`src/ldp_pkg.sv`:
```
// Shared constants for the LDO pair control block.
// Assumes a 10 MHz sys_clk and an I2C port sampled on it.
package ldp_pkg;
    // Register byte addresses
    localparam logic [7:0] A_STAT = 8'ha6;
    localparam logic [7:0] A_VSET = 8'ha7;
    localparam logic [7:0] A_ENC = 8'ha8;
    localparam logic [7:0] A_OFFC = 8'ha9;
    localparam logic [7:0] A_ONC = 8'haa;
    localparam logic [7:0] A_REF = 8'hac;
    localparam logic [7:0] A_LAT = 8'had;
    // Reset values
    localparam logic [7:0] R_STAT = 8'h0e;
    localparam logic [7:0] R_VSET = 8'hff;
    localparam logic [7:0] R_ENC = 8'hc0;
    localparam logic [7:0] R_OFFC = 8'h31;
    localparam logic [7:0] R_ONC = 8'h0c;
    localparam logic [7:0] R_REF = 8'h00;
    localparam logic [7:0] R_LAT = 8'h3f;
    // Field positions
    localparam int B_PG = 7;
    localparam int B_OV = 6;
    localparam int B_IL = 5;
    localparam int B_DIR = 7;
    localparam int B_AUX = 5;
    localparam int B_SLP = 4;
    localparam int B_DSLP = 3;
    localparam int B_RLNK = 2;
    localparam int B_VREF = 6;
    localparam int B_BLAT = 7;
    localparam int B_BSDO = 1;
    localparam int B_ASDO = 0;
    // Timing
    localparam int unsigned CLK_NS = 100;
    localparam int unsigned QMS_NS = 250000;
    localparam int unsigned Q_CYC = (QMS_NS + CLK_NS - 1) / CLK_NS;
    localparam int unsigned RETRY_MS = 14;
    localparam int unsigned RETRY_CYC_DEF = RETRY_MS * 1000000 / CLK_NS;
    // Bus address of this device; value is arbitrary
    localparam logic [6:0] DEV_ADDR = 7'h2a;
    typedef enum logic [2:0] {
        F_OFF = 3'b000, F_ONW = 3'b001, F_ON = 3'b011, F_OFFW = 3'b010, F_RTRY = 3'b110
    } ldp_fsm_t;
    typedef enum logic [3:0] {
        I_IDLE = 4'h0, I_ADR = 4'h1, I_AACK = 4'h3, I_PTR = 4'h2, I_PACK = 4'h6,
        I_WDAT = 4'h7, I_WACK = 4'h5, I_RDAT = 4'h4, I_RACK = 4'hc
    } ldp_i2c_t;
endpackage

```
`src/ldp_i2c_slave.sv`:
```
// I2C register-port slave: pointer byte, auto-increment reads and writes.
// Assumes SCL and SDA already synchronous to sys_clk; SDA is open drain.
module ldp_i2c_slave (
    input wire logic sys_clk,
    input wire logic reset,
    input wire logic scl,
    input wire logic sda_in,
    input wire logic [7:0] rd_data,
    output logic [7:0] reg_ptr,
    output logic wr_en,
    output logic [7:0] wr_data,
    output logic sda_out,
    output logic sda_oe
);
    import ldp_pkg::*;
    typedef struct packed {
        logic scl_d;
        logic sda_d;
        ldp_i2c_t st;
        logic [3:0] bits;
        logic [7:0] sh;
        logic [7:0] ptr;
        logic rw;
        logic nack;
        logic oe;
        logic we;
        logic [7:0] wd;
    } ldp_i2c_state_t;
    ldp_i2c_state_t s_r, s_nxt;
    logic rise, fall, start, stop;

    // Bus events from the previous line levels
    assign rise = scl & ~s_r.scl_d;
    assign fall = ~scl & s_r.scl_d;
    assign start = scl & s_r.scl_d & s_r.sda_d & ~sda_in;
    assign stop = scl & s_r.scl_d & ~s_r.sda_d & sda_in;

    // Protocol engine; data changes only on SCL falling edges
    always_comb begin
        s_nxt = s_r;
        s_nxt.we = 1'b0;
        s_nxt.scl_d = scl;
        s_nxt.sda_d = sda_in;
        if (start) begin
            s_nxt.st = I_ADR;
            s_nxt.bits = 4'h0;
            s_nxt.oe = 1'b0;
        end else if (stop) begin
            s_nxt.st = I_IDLE;
            s_nxt.oe = 1'b0;
        end else if (rise) begin
            if (s_r.st == I_ADR || s_r.st == I_PTR || s_r.st == I_WDAT) begin
                s_nxt.sh = {s_r.sh[6:0], sda_in};
                s_nxt.bits = s_r.bits + 4'h1;
            end else if (s_r.st == I_RACK) begin
                s_nxt.nack = sda_in;
            end
        end else if (fall) begin
            unique case (s_r.st)
                I_IDLE: ;
                I_ADR: if (s_r.bits == 4'h8) begin
                    // Silent on a foreign address
                    s_nxt.st = (s_r.sh[7:1] == DEV_ADDR) ? I_AACK : I_IDLE;
                    s_nxt.oe = (s_r.sh[7:1] == DEV_ADDR);
                    s_nxt.rw = s_r.sh[0];
                end
                I_AACK, I_RACK: begin
                    s_nxt.bits = 4'h0;
                    if (s_r.st == I_RACK && s_r.nack) begin
                        s_nxt.st = I_IDLE;
                        s_nxt.oe = 1'b0;
                    end else if (s_r.st == I_RACK || s_r.rw) begin
                        s_nxt.st = I_RDAT;
                        s_nxt.sh = rd_data;
                        s_nxt.oe = ~rd_data[7];
                    end else begin
                        s_nxt.st = I_PTR;
                        s_nxt.oe = 1'b0;
                    end
                end
                I_PTR: if (s_r.bits == 4'h8) begin
                    s_nxt.ptr = s_r.sh;
                    s_nxt.st = I_PACK;
                    s_nxt.oe = 1'b1;
                end
                I_PACK, I_WACK: begin
                    s_nxt.st = I_WDAT;
                    s_nxt.bits = 4'h0;
                    s_nxt.oe = 1'b0;
                end
                I_WDAT: if (s_r.bits == 4'h8) begin
                    s_nxt.we = 1'b1;
                    s_nxt.wd = s_r.sh;
                    s_nxt.ptr = s_r.ptr + 8'h01;
                    s_nxt.st = I_WACK;
                    s_nxt.oe = 1'b1;
                end
                I_RDAT: if (s_r.bits == 4'h7) begin
                    s_nxt.st = I_RACK;
                    s_nxt.oe = 1'b0;
                    s_nxt.ptr = s_r.ptr + 8'h01;
                end else begin
                    s_nxt.sh = {s_r.sh[6:0], 1'b0};
                    s_nxt.oe = ~s_r.sh[6];
                    s_nxt.bits = s_r.bits + 4'h1;
                end
                default: s_nxt.st = I_IDLE;
            endcase
        end
    end

    always_ff @(posedge sys_clk) begin
        if (reset) begin
            s_r <= '{scl_d: 1'b1, sda_d: 1'b1, st: I_IDLE, default: '0};
        end else begin
            s_r <= s_nxt;
        end
    end

    // The write pulse lags the stored pointer, so send the pre-increment one
    assign reg_ptr = s_r.we ? s_r.ptr - 8'h01 : s_r.ptr;
    assign wr_en = s_r.we;
    assign wr_data = s_r.wd;
    assign sda_out = 1'b0;
    assign sda_oe = s_r.oe;
endmodule

```
`src/ldp_ldo_ctrl.sv`:
```
// Second LDO control and shared LDO settings, reached over I2C.
// Assumes comparator and mode inputs are synchronous to sys_clk.
// Notes on behaviour
// - Bit 7 shows live power-good compare
// - Bit 6 reads 0 above overvoltage threshold
// - Bit 5 shows live current-limit compare
// - UV mask keeps fault from master
// - OV mask keeps fault from master
// - Limit mask keeps fault from master
// - Eight-bit voltage code drives the regulator
// - Read-only factory reference select, bit 6
// - Direct enable bit bypasses startup sequence
// - Aux input controls regulator when enabled
// - Sleep-off bit turns regulator off
// - Deep-sleep-off bit turns regulator off
// - Turn-off waits code times quarter millisecond
// - Turn-on delay 0, 0.25, 0.5, 1 ms
// - Reset link pulls aux reset low
// - Latch bit keeps regulator on after sequencing
// - Two-bit current-limit codes per regulator
// - Second regulator limit shutdown, retry 14 ms
// - First regulator limit shutdown, retry 14 ms
module ldp_ldo_ctrl #(
    parameter int unsigned RETRY_CYCLES = ldp_pkg::RETRY_CYC_DEF
) (
    input wire logic sys_clk,
    input wire logic reset,
    input wire logic i2c_scl,
    input wire logic i2c_sda_in,
    input wire logic ldo_b_pg_cmp,
    input wire logic ldo_b_ov_below,
    input wire logic ldo_b_ilim_cmp,
    input wire logic ldo_b_undervoltage_fault,
    input wire logic ldo_a_ilim_cmp,
    input wire logic ldo_b_seq_en,
    input wire logic ldo_b_direct_permit,
    input wire logic aux_in,
    input wire logic sleep_mode,
    input wire logic deep_sleep_mode,
    output logic i2c_sda_out,
    output logic i2c_sda_oe,
    output logic ldo_b_en,
    output logic [7:0] ldo_b_voltage_code,
    output logic [1:0] ldo_b_limit_code,
    output logic [1:0] ldo_a_limit_code,
    output logic ldo_a_latch_on,
    output logic ldo_a_limit_off,
    output logic ldo_vref_sel,
    output logic aux_reset_out_n,
    output logic master_uv_fault_ldo_b,
    output logic master_ov_fault_ldo_b,
    output logic master_limit_fault_ldo_b
);
    import ldp_pkg::*;

    typedef struct packed {
        logic [2:0] mask;
        logic [7:0] vset;
        logic [7:0] enc;
        logic [7:0] offc;
        logic [7:0] onc;
        logic [7:0] lat;
        logic vref;
        ldp_fsm_t fsm;
        logic [17:0] cnt;
        logic en;
        logic rst_n;
        logic uv_f;
        logic ov_f;
        logic lim_f;
        logic a_off;
        logic [17:0] a_cnt;
    } ldp_state_t;

    ldp_state_t s_r, s_nxt;
    logic [7:0] reg_ptr, wr_data, rd_data;
    logic wr_en, seq_hold, low_pwr_off, direct, req, b_trip, a_trip;
    logic [17:0] on_tgt, off_tgt, cnt_inc;

    localparam logic [17:0] RETRY_LAST = 18'(RETRY_CYCLES - 1);

    // Register read decode, shared by the port and the checks
    function automatic logic [7:0] reg_read(input logic [7:0] a, input ldp_state_t s,
                                            input logic pg, input logic ov, input logic il);
        logic [7:0] d;
        d = 8'h00;
        unique case (a)
            A_STAT: d = {pg, ov, il, 1'b0, s.mask, 1'b0};
            A_VSET: d = s.vset;
            A_ENC: d = s.enc;
            A_OFFC: d = s.offc;
            A_ONC: d = s.onc;
            A_REF: d = {1'b0, s.vref, 6'h00};
            A_LAT: d = s.lat;
            default: d = 8'h00;
        endcase
        return d;
    endfunction

    // Turn-on delay table in cycles
    function automatic logic [17:0] on_delay(input logic [1:0] code);
        logic [17:0] c;
        c = 18'h0;
        unique case (code)
            2'b00: c = 18'h0;
            2'b01: c = 18'(Q_CYC);
            2'b10: c = 18'(2 * Q_CYC);
            2'b11: c = 18'(4 * Q_CYC);
        endcase
        return c;
    endfunction

    ldp_i2c_slave u_i2c (
        .sys_clk(sys_clk),
        .reset(reset),
        .scl(i2c_scl),
        .sda_in(i2c_sda_in),
        .rd_data(rd_data),
        .reg_ptr(reg_ptr),
        .wr_en(wr_en),
        .wr_data(wr_data),
        .sda_out(i2c_sda_out),
        .sda_oe(i2c_sda_oe)
    );

    assign rd_data = reg_read(reg_ptr, s_r, ldo_b_pg_cmp, ldo_b_ov_below, ldo_b_ilim_cmp);

    // Enable request; latch keeps an on regulator on after sequencing drops
    assign seq_hold = ldo_b_seq_en | (s_r.lat[B_BLAT] & s_r.en);
    assign low_pwr_off = (sleep_mode & s_r.enc[B_SLP])
                       | (deep_sleep_mode & s_r.enc[B_DSLP]);
    assign direct = s_r.enc[B_DIR] & ldo_b_direct_permit;
    // Aux input replaces the sequenced request only when allowed
    assign req = direct | ((s_r.enc[B_AUX] ? aux_in : seq_hold) & ~low_pwr_off);
    assign b_trip = ldo_b_ilim_cmp & ~s_r.lat[B_BSDO] & s_r.en;
    assign a_trip = ldo_a_ilim_cmp & ~s_r.lat[B_ASDO] & ~s_r.a_off;
    assign on_tgt = on_delay(s_r.onc[1:0]);
    assign off_tgt = 18'(s_r.offc[7:3] * Q_CYC);
    assign cnt_inc = s_r.cnt + 18'h1;

    // Next state: register writes, sequencer, faults, first-LDO retry
    always_comb begin
        s_nxt = s_r;
        if (wr_en) begin
            unique case (reg_ptr)
                A_STAT: s_nxt.mask = wr_data[3:1];
                A_VSET: s_nxt.vset = wr_data;
                A_ENC: s_nxt.enc = wr_data;
                A_OFFC: s_nxt.offc = wr_data;
                A_ONC: s_nxt.onc = wr_data;
                A_LAT: s_nxt.lat = wr_data;
                default: ; // Read-only or unmapped: ignored
            endcase
        end
        // Regulator sequencer
        unique case (s_r.fsm)
            F_OFF: if (req) begin
                s_nxt.cnt = 18'h0;
                s_nxt.fsm = (on_tgt == 18'h0) ? F_ON : F_ONW;
            end
            F_ONW: begin
                s_nxt.cnt = cnt_inc;
                if (!req) begin
                    s_nxt.fsm = F_OFF;
                end else if (cnt_inc >= on_tgt) begin
                    s_nxt.fsm = F_ON;
                end
            end
            F_ON: begin
                s_nxt.cnt = 18'h0;
                if (b_trip) begin
                    s_nxt.fsm = F_RTRY;
                end else if (!req) begin
                    s_nxt.fsm = (off_tgt == 18'h0) ? F_OFF : F_OFFW;
                end
            end
            F_OFFW: begin
                s_nxt.cnt = cnt_inc;
                if (b_trip) begin
                    s_nxt.cnt = 18'h0;
                    s_nxt.fsm = F_RTRY;
                end else if (req) begin
                    s_nxt.fsm = F_ON;
                end else if (cnt_inc >= off_tgt) begin
                    s_nxt.fsm = F_OFF;
                end
            end
            F_RTRY: begin
                // Restart goes back through the normal turn-on path
                s_nxt.cnt = cnt_inc;
                if (s_r.cnt >= RETRY_LAST) begin
                    s_nxt.fsm = F_OFF;
                end
            end
            default: s_nxt.fsm = F_OFF;
        endcase
        s_nxt.en = (s_nxt.fsm == F_ON) || (s_nxt.fsm == F_OFFW);
        s_nxt.rst_n = ~(s_r.onc[B_RLNK] & ~s_nxt.en);
        // Unmasked faults reach the master fault registers
        s_nxt.uv_f = ldo_b_undervoltage_fault & ~s_r.mask[2];
        s_nxt.ov_f = ~ldo_b_ov_below & ~s_r.mask[1];
        s_nxt.lim_f = ldo_b_ilim_cmp & ~s_r.mask[0];
        // First LDO limit shutdown and timed restart
        if (a_trip) begin
            s_nxt.a_off = 1'b1;
            s_nxt.a_cnt = 18'h0;
        end else if (s_r.a_off) begin
            s_nxt.a_cnt = s_r.a_cnt + 18'h1;
            if (s_r.a_cnt >= RETRY_LAST) begin
                s_nxt.a_off = 1'b0;
            end
        end
    end

    // Factory reference select is a reset constant and never written
    always_ff @(posedge sys_clk) begin
        if (reset) begin
            s_r <= '{mask: R_STAT[3:1], vset: R_VSET, enc: R_ENC, offc: R_OFFC, onc: R_ONC,
                     lat: R_LAT, vref: R_REF[B_VREF], fsm: F_OFF, rst_n: 1'b0, default: '0};
        end else begin
            s_r <= s_nxt;
        end
    end

    // Outputs straight from the state register
    assign ldo_b_en = s_r.en;
    assign ldo_b_voltage_code = s_r.vset;
    assign ldo_b_limit_code = s_r.lat[5:4];
    assign ldo_a_limit_code = s_r.lat[3:2];
    assign ldo_a_latch_on = s_r.lat[6];
    assign ldo_a_limit_off = s_r.a_off;
    assign ldo_vref_sel = s_r.vref;
    assign aux_reset_out_n = s_r.rst_n;
    assign master_uv_fault_ldo_b = s_r.uv_f;
    assign master_ov_fault_ldo_b = s_r.ov_f;
    assign master_limit_fault_ldo_b = s_r.lim_f;
endmodule

```
`config.mk`:
```
export PLATFORM = sky130hd
export DESIGN_NAME = ldp_ldo_ctrl
export DESIGN_NICKNAME = d
export VERILOG_FILES = /design/src/ldp_pkg.sv /design/src/ldp_i2c_slave.sv /design/src/ldp_ldo_ctrl.sv
export SDC_FILE = /design/constraint.sdc
export NUM_CORES = 1
export LEC_CHECK = 0
export ABC_AREA = 0
export BUFFER_PORTS_ARGS = -buffer_cell sky130_fd_sc_hd__clkbuf_2
export CAP_MARGIN = 10
export CELL_PAD_IN_SITES_DETAIL_PLACEMENT = 0
export CELL_PAD_IN_SITES_GLOBAL_PLACEMENT = 1
export CORE_AREA = 2 2 148 150
export CTS_CLUSTER_DIAMETER = 50
export DETAILED_ROUTE_END_ITERATION = 6
export DIE_AREA = 0 0 150 152
export GPL_TIMING_DRIVEN = 0
export PLACE_DENSITY = 0.75
export SLEW_MARGIN = 15
export SYNTH_ARGS = -nofsm -noshare
export SYNTH_HDL_FRONTEND = slang
export SYNTH_HIERARCHICAL = 1
export SYNTH_SLANG_ARGS = --single-unit
export TNS_END_PERCENT = 10
```
`constraint.sdc`:
```
create_clock -name sys_clk -period 5.1 [get_ports sys_clk]
set_clock_uncertainty 0.05 [all_clocks]
set_input_delay 1.02 -clock sys_clk [delete_from_list [all_inputs] [get_ports sys_clk]]
set_output_delay 1.02 -clock sys_clk [all_outputs]
set_load 0.01 [all_outputs]
```
Word-level counts from Yosys, hierarchy flattened
Cells that the tools add are included.
Widths: inputs -> output; s select.

operators by class
  reductions and logical operators = 41
  bitwise logic cells = 46
  eq/ne operators = 41
  muxes and demuxes = 58
  $mul = 1
  magnitude comparators = 4
  $add $sub $neg = 5

operator list
  operator               count
  $pmux 18 s4            2
  $eq 8x8->1 const B     6
  $mux 8                 6
  $pmux 8 s6             1
  $mux 22                2
  $mux 19                2
  $add 18x1->18 const B  2
  $ge 18x18->1 const B   2
  $logic_not 18->1       2
  $mux 12                3
  $mux 3                 10
  $pmux 4 s7             1
  $pmux 8 s3             1
  $not 1->1              23
  $mux 21                1
  $and 1x1->1            20
  $eq 4x3->1 const B     5
  $ge 18x17->1           1
  $ge 18x18->1           1
  $mux 18                1
  $reduce_and 6->1       3
  $mux 4                 4
  $pmux 8 s2             1
  $reduce_and 8->1       2
  45 further kinds       94

storage, ports and cells
  bits of input ports = 14
  register bits = 126
  output and inout bits = 22
  word-level logic and storage cells = 223

Longest topological paths before layout
  depth after elaboration = 13
  depth in mapped cells = 19
  depth with buffers taken out = 19

Modules after synthesis
The synthesis kept the hierarchy.

modules (own cells, without submodules)
  module         area each (um^2)  cells an instance  instances  seq. area each (um^2)
  ldp_ldo_ctrl   5774.3            686                1          1761.7
  ldp_i2c_slave  2607.5            298                1          760.7

Worst setup path after synthesis
Ideal clock, no wire load.

  path kind = reg-to-reg
  from = register s_r[69] (netlist name)
  to = register s_r (netlist bit aux_reset_out_n)
  data required time = 4.975 ns
  arrival = 4.192 ns
  period minus slack after synthesis = 4.317 ns
  stages on the path, launching flop included = 19
  buffers on the path = 0
  library setup time = 0.075 ns
  slack = 0.783 ns
  cell sequence = dfxtp_1 inv_1 fa_1 inv_1 ha_1 ha_1 ha_1 o21a_1 a21o_2 o22ai_1 xnor2_1 ha_1 a211oi_1 o211ai_1 a2111oi_0 nor3_1 o2111ai_1 o31ai_2 o22ai_1

RTL lines
  what                  RTL line             text
  end signal, assigned  ldp_ldo_ctrl.sv:218  s_r <= '{mask: R_STAT[3:1], vset: R_VSET, enc: R_ENC, offc: R_OFFC, onc: R_ONC,
  end signal, assigned  ldp_ldo_ctrl.sv:221  s_r <= s_nxt;
  end, declared         ldp_ldo_ctrl.sv:75   ldp_state_t s_r, s_nxt;

==> summary.txt <==
CTS Buffer Depth: 2
clock slew at reported path FFs: 0.06 ns
# setup viols final: 0
GRT overflow: 0
CP Launch Type: register
final instance area: 9450 sq um
Inserted Clock Buffers: 17
Least-Margin Pin Slew: 0.830 ns
mux share of post-synthesis cell area: 0.0603
Reg2Reg Launch Point: s_r[69]
post-synthesis compound-gate area fraction: 0.178
CP Data Arrival Time: 4.97 ns
# clock sinks: 126
synthesized flop and latch total: 126
core area: 21400 sq um
worst-case vdd ir drop: 144 uV
Comb pwr share: 0.043
Antenna Violating Nets Remaining: 0
dpl cells: 1296
final hold vios: 0
TritonCTS clock tree: built
Post-CTS Hold Buffers: 0
Seq pwr share: 0.450
H-Tree Depth: 4
Primary FF master, synth: dfxtp_1
final slew viol count: 0
Max stage delay on crit path: 0.55 ns
total routed wirelength: 21500 um
sw frac: 0.234
max_slew headroom: 0.445
synth cell count leaders: dfxtp_1 (126), nor2_1 (117), nand2_1 (86), ha_1 (62), a21oi_1 (47)
P_int: 0.00170 W
main area contributors after synthesis: dfxtp_1 (30%), ha_1 (9.3%), nor2_1 (5.2%)
sequential area share after synthesis: 0.301
I/O pins: 36
post-synthesis simple-gate area fraction: 0.232
Avg WL per Cell: 16.2 um
Final #Nets: 1115
dpl hpwl: 16300 um
die height: 152 um
Top Family by Delay on Critical Path: compound AO/OA/AOI/OAI gates
Max FO, Critical Path: 8
Max Fclk: 0.213 GHz
die width: 150 um
routing usage on met2: 0.285
cell taking the most area after synthesis: dfxtp_1
Post-Synth Adder-Cell Area: 0.102
reg-to-reg slack, setup: 0.41 ns
Synth top area share: 0.301
post-synthesis cell count: 984
starting density of the core: 0.393
Syn Area/Cell: 8.52 sq um
Synth Warn #: 6
Vias: 7104
crit-path cells: inv_1 > fa_1 > inv_1 > ha_1 > ha_1 > ha_1 > o21a_1 > a21o_2 > o22ai_1 > xnor2_1 > ha_1 > a211oi_1 > o211ai_1 > a2111oi_2 > nor3_1 > o2111ai_1 > o31ai_2 > o22ai_2
distinct cell type count of the synthesized netlist: 91
Syn Nets: 1064
dominant cell by count in the synthesized netlist: dfxtp_1
Syn Std Cell Area: 8380 sq um
crit path buf inv count: 2
met1 GRT Util: 0.292
main combinational cell family by area after synthesis: simple AND/OR/NAND/NOR gates
fillers: 2131
placed cell areas: 8890 sq um
vias in the first global route: 6678
area share of xor/xnor cells in the synthesized design: 0.0503
Period Utilization, post-route: 0.920
DRC viols: 0
GR Layer Usage met3: 0.0336
Critical path origin: s_r[69]
final core occ: 0.443
total power: 0.00222 W
Critical Path RT: 5.38 ns
drt first pass iters: 5
Worst path slowest cell: fa_1
number of DRC markers in iteration 0: 359
setup TNS: 0 ns
hold path start: s_r[87]
busiest grt layer: met1
status: completed
initial antenna violation count: 0
Async S/R FF share, synth: 0
relative area change from synthesis to final layout: 12.7%
pwr dens: 234 nW/um^2
Finished Layout Cells: 1327
Tot GR Track Use: 0.194
root buf cell: clkbuf_16
gp weighted congestion: 0.864
CP Class: reg2reg
Setup crit end kind: register
largest net degree at the start of global routing: 17
most used cell, CP: ha_1
sequential cell area: 2530 sq um
Clock Latency Late Sink: 0.42 ns
# port buffers: 32
Antenna diodes: 0
global-route wire length before repair: 35500 um
setup repair after global routing missed its margin: no
NetSw: 0.000519 W
Clk pwr share: 0.508
layout cells sized above 1: 0.147
die area: 22800 sq um
# rows: 54
Post-synth EDFFs: 0
Hold Crit Class: reg2reg
multi-input logic area: 5240 sq um
vias per inst: 5.35
max_cap viols: 0
Final Critical Period: 4.69 ns
Static Leak: 3.61 nW
state kept, by name, summed over array words and instances, names as in the netlist, 2 cells and up:
signal and cells:
s_r 69, ldo_a_limit_code 2, u_i2c/s_r 28, ldo_b_voltage_code 8
ldo_b_limit_code 2, u_i2c/wr_data 8
stage by stage:
stage / hold slack [ns] / setup slack (ns)
after global routing: 0.420 / 0.0476
final: 0.403 / 0.408
after floorplan: 0.362 / 0.783
after global placement: 0.388 / 0.130
after detailed placement: 0.383 / 0.0894
after CTS: 0.394 / 0.0524
per-layer routing:
metal,vias to the layer above,routed length [um]
met4,0,311
met3,19,932
met5,-,0
met1,3345,11100
li1,3577,-
met2,163,9180
what timing repair did:
action | in CTS | in global routing
endpoints found under the setup margin | 0 | 3
resized for setup | 0 | 6
setup buffers | 0 | 0
power by group through the flow:
stage / combinational (W) / clock [W] / sequential, W
after CTS: 0.0000939 / 0.00115 / 0.000996
after detailed placement: 0.0000932 / 0 / 0.00102
after global routing: 0.000104 / 0.00119 / 0.000997
final: 0.0000942 / 0.00113 / 0.000996
after floorplan: 0.0000597 / 0 / 0.00102
after global placement: 0.0000932 / 0 / 0.00102
worst paths after layout:
check                     endpoint  cells after the start
max                aux_reset_out_n                     18
min reg2reg  master_ov_fault_ldo_b                      1
min          master_ov_fault_ldo_b                      1
max reg2reg        aux_reset_out_n                     18
kinds of logic after synthesis:
logic type               after synthesis
AND/OR/NAND/NOR                      380
flip-flops                           126
multiplexers                          49
AO/OA/AOI/OAI                        201
buffers and inverters                114
other                                  2
adder cells (fa/ha/maj)               66
XOR/XNOR                              46
layout make-up:
type / count / area share
clock inverter: 11 / 0.0101
timing repair buffer: 32 / 0.0169
tap: 280 / 0.0371
clock buffer: 20 / 0.0473
buffer: 72 / 0.0500
multi-input combinational: 744 / 0.555
sequential: 126 / 0.267
inverter: 42 / 0.0167
cells in the final DEF, fill, tap and decap left out, types with 9 or more instances in the layout:
master / n
inv_1: 42
buf_2: 10
xnor2_1: 22
xor2_1: 23
a22oi_1: 17
clkbuf_16: 17
a211oi_1: 13
nand3b_1: 17
ha_1: 62
dfxtp_1: 123
mux2i_1: 40
o21ai_0: 31
or3_1: 9
a21oi_1: 47
nand3_1: 32
nor2b_1: 17
and3_1: 10
nand2_1: 86
buf_4: 22
nand4_1: 15
clkbuf_1: 25
a211o_1: 19
clkbuf_2: 32
nor3_1: 17
nor2_1: 117
Note: power is estimated with default switching activity, not from simulation.
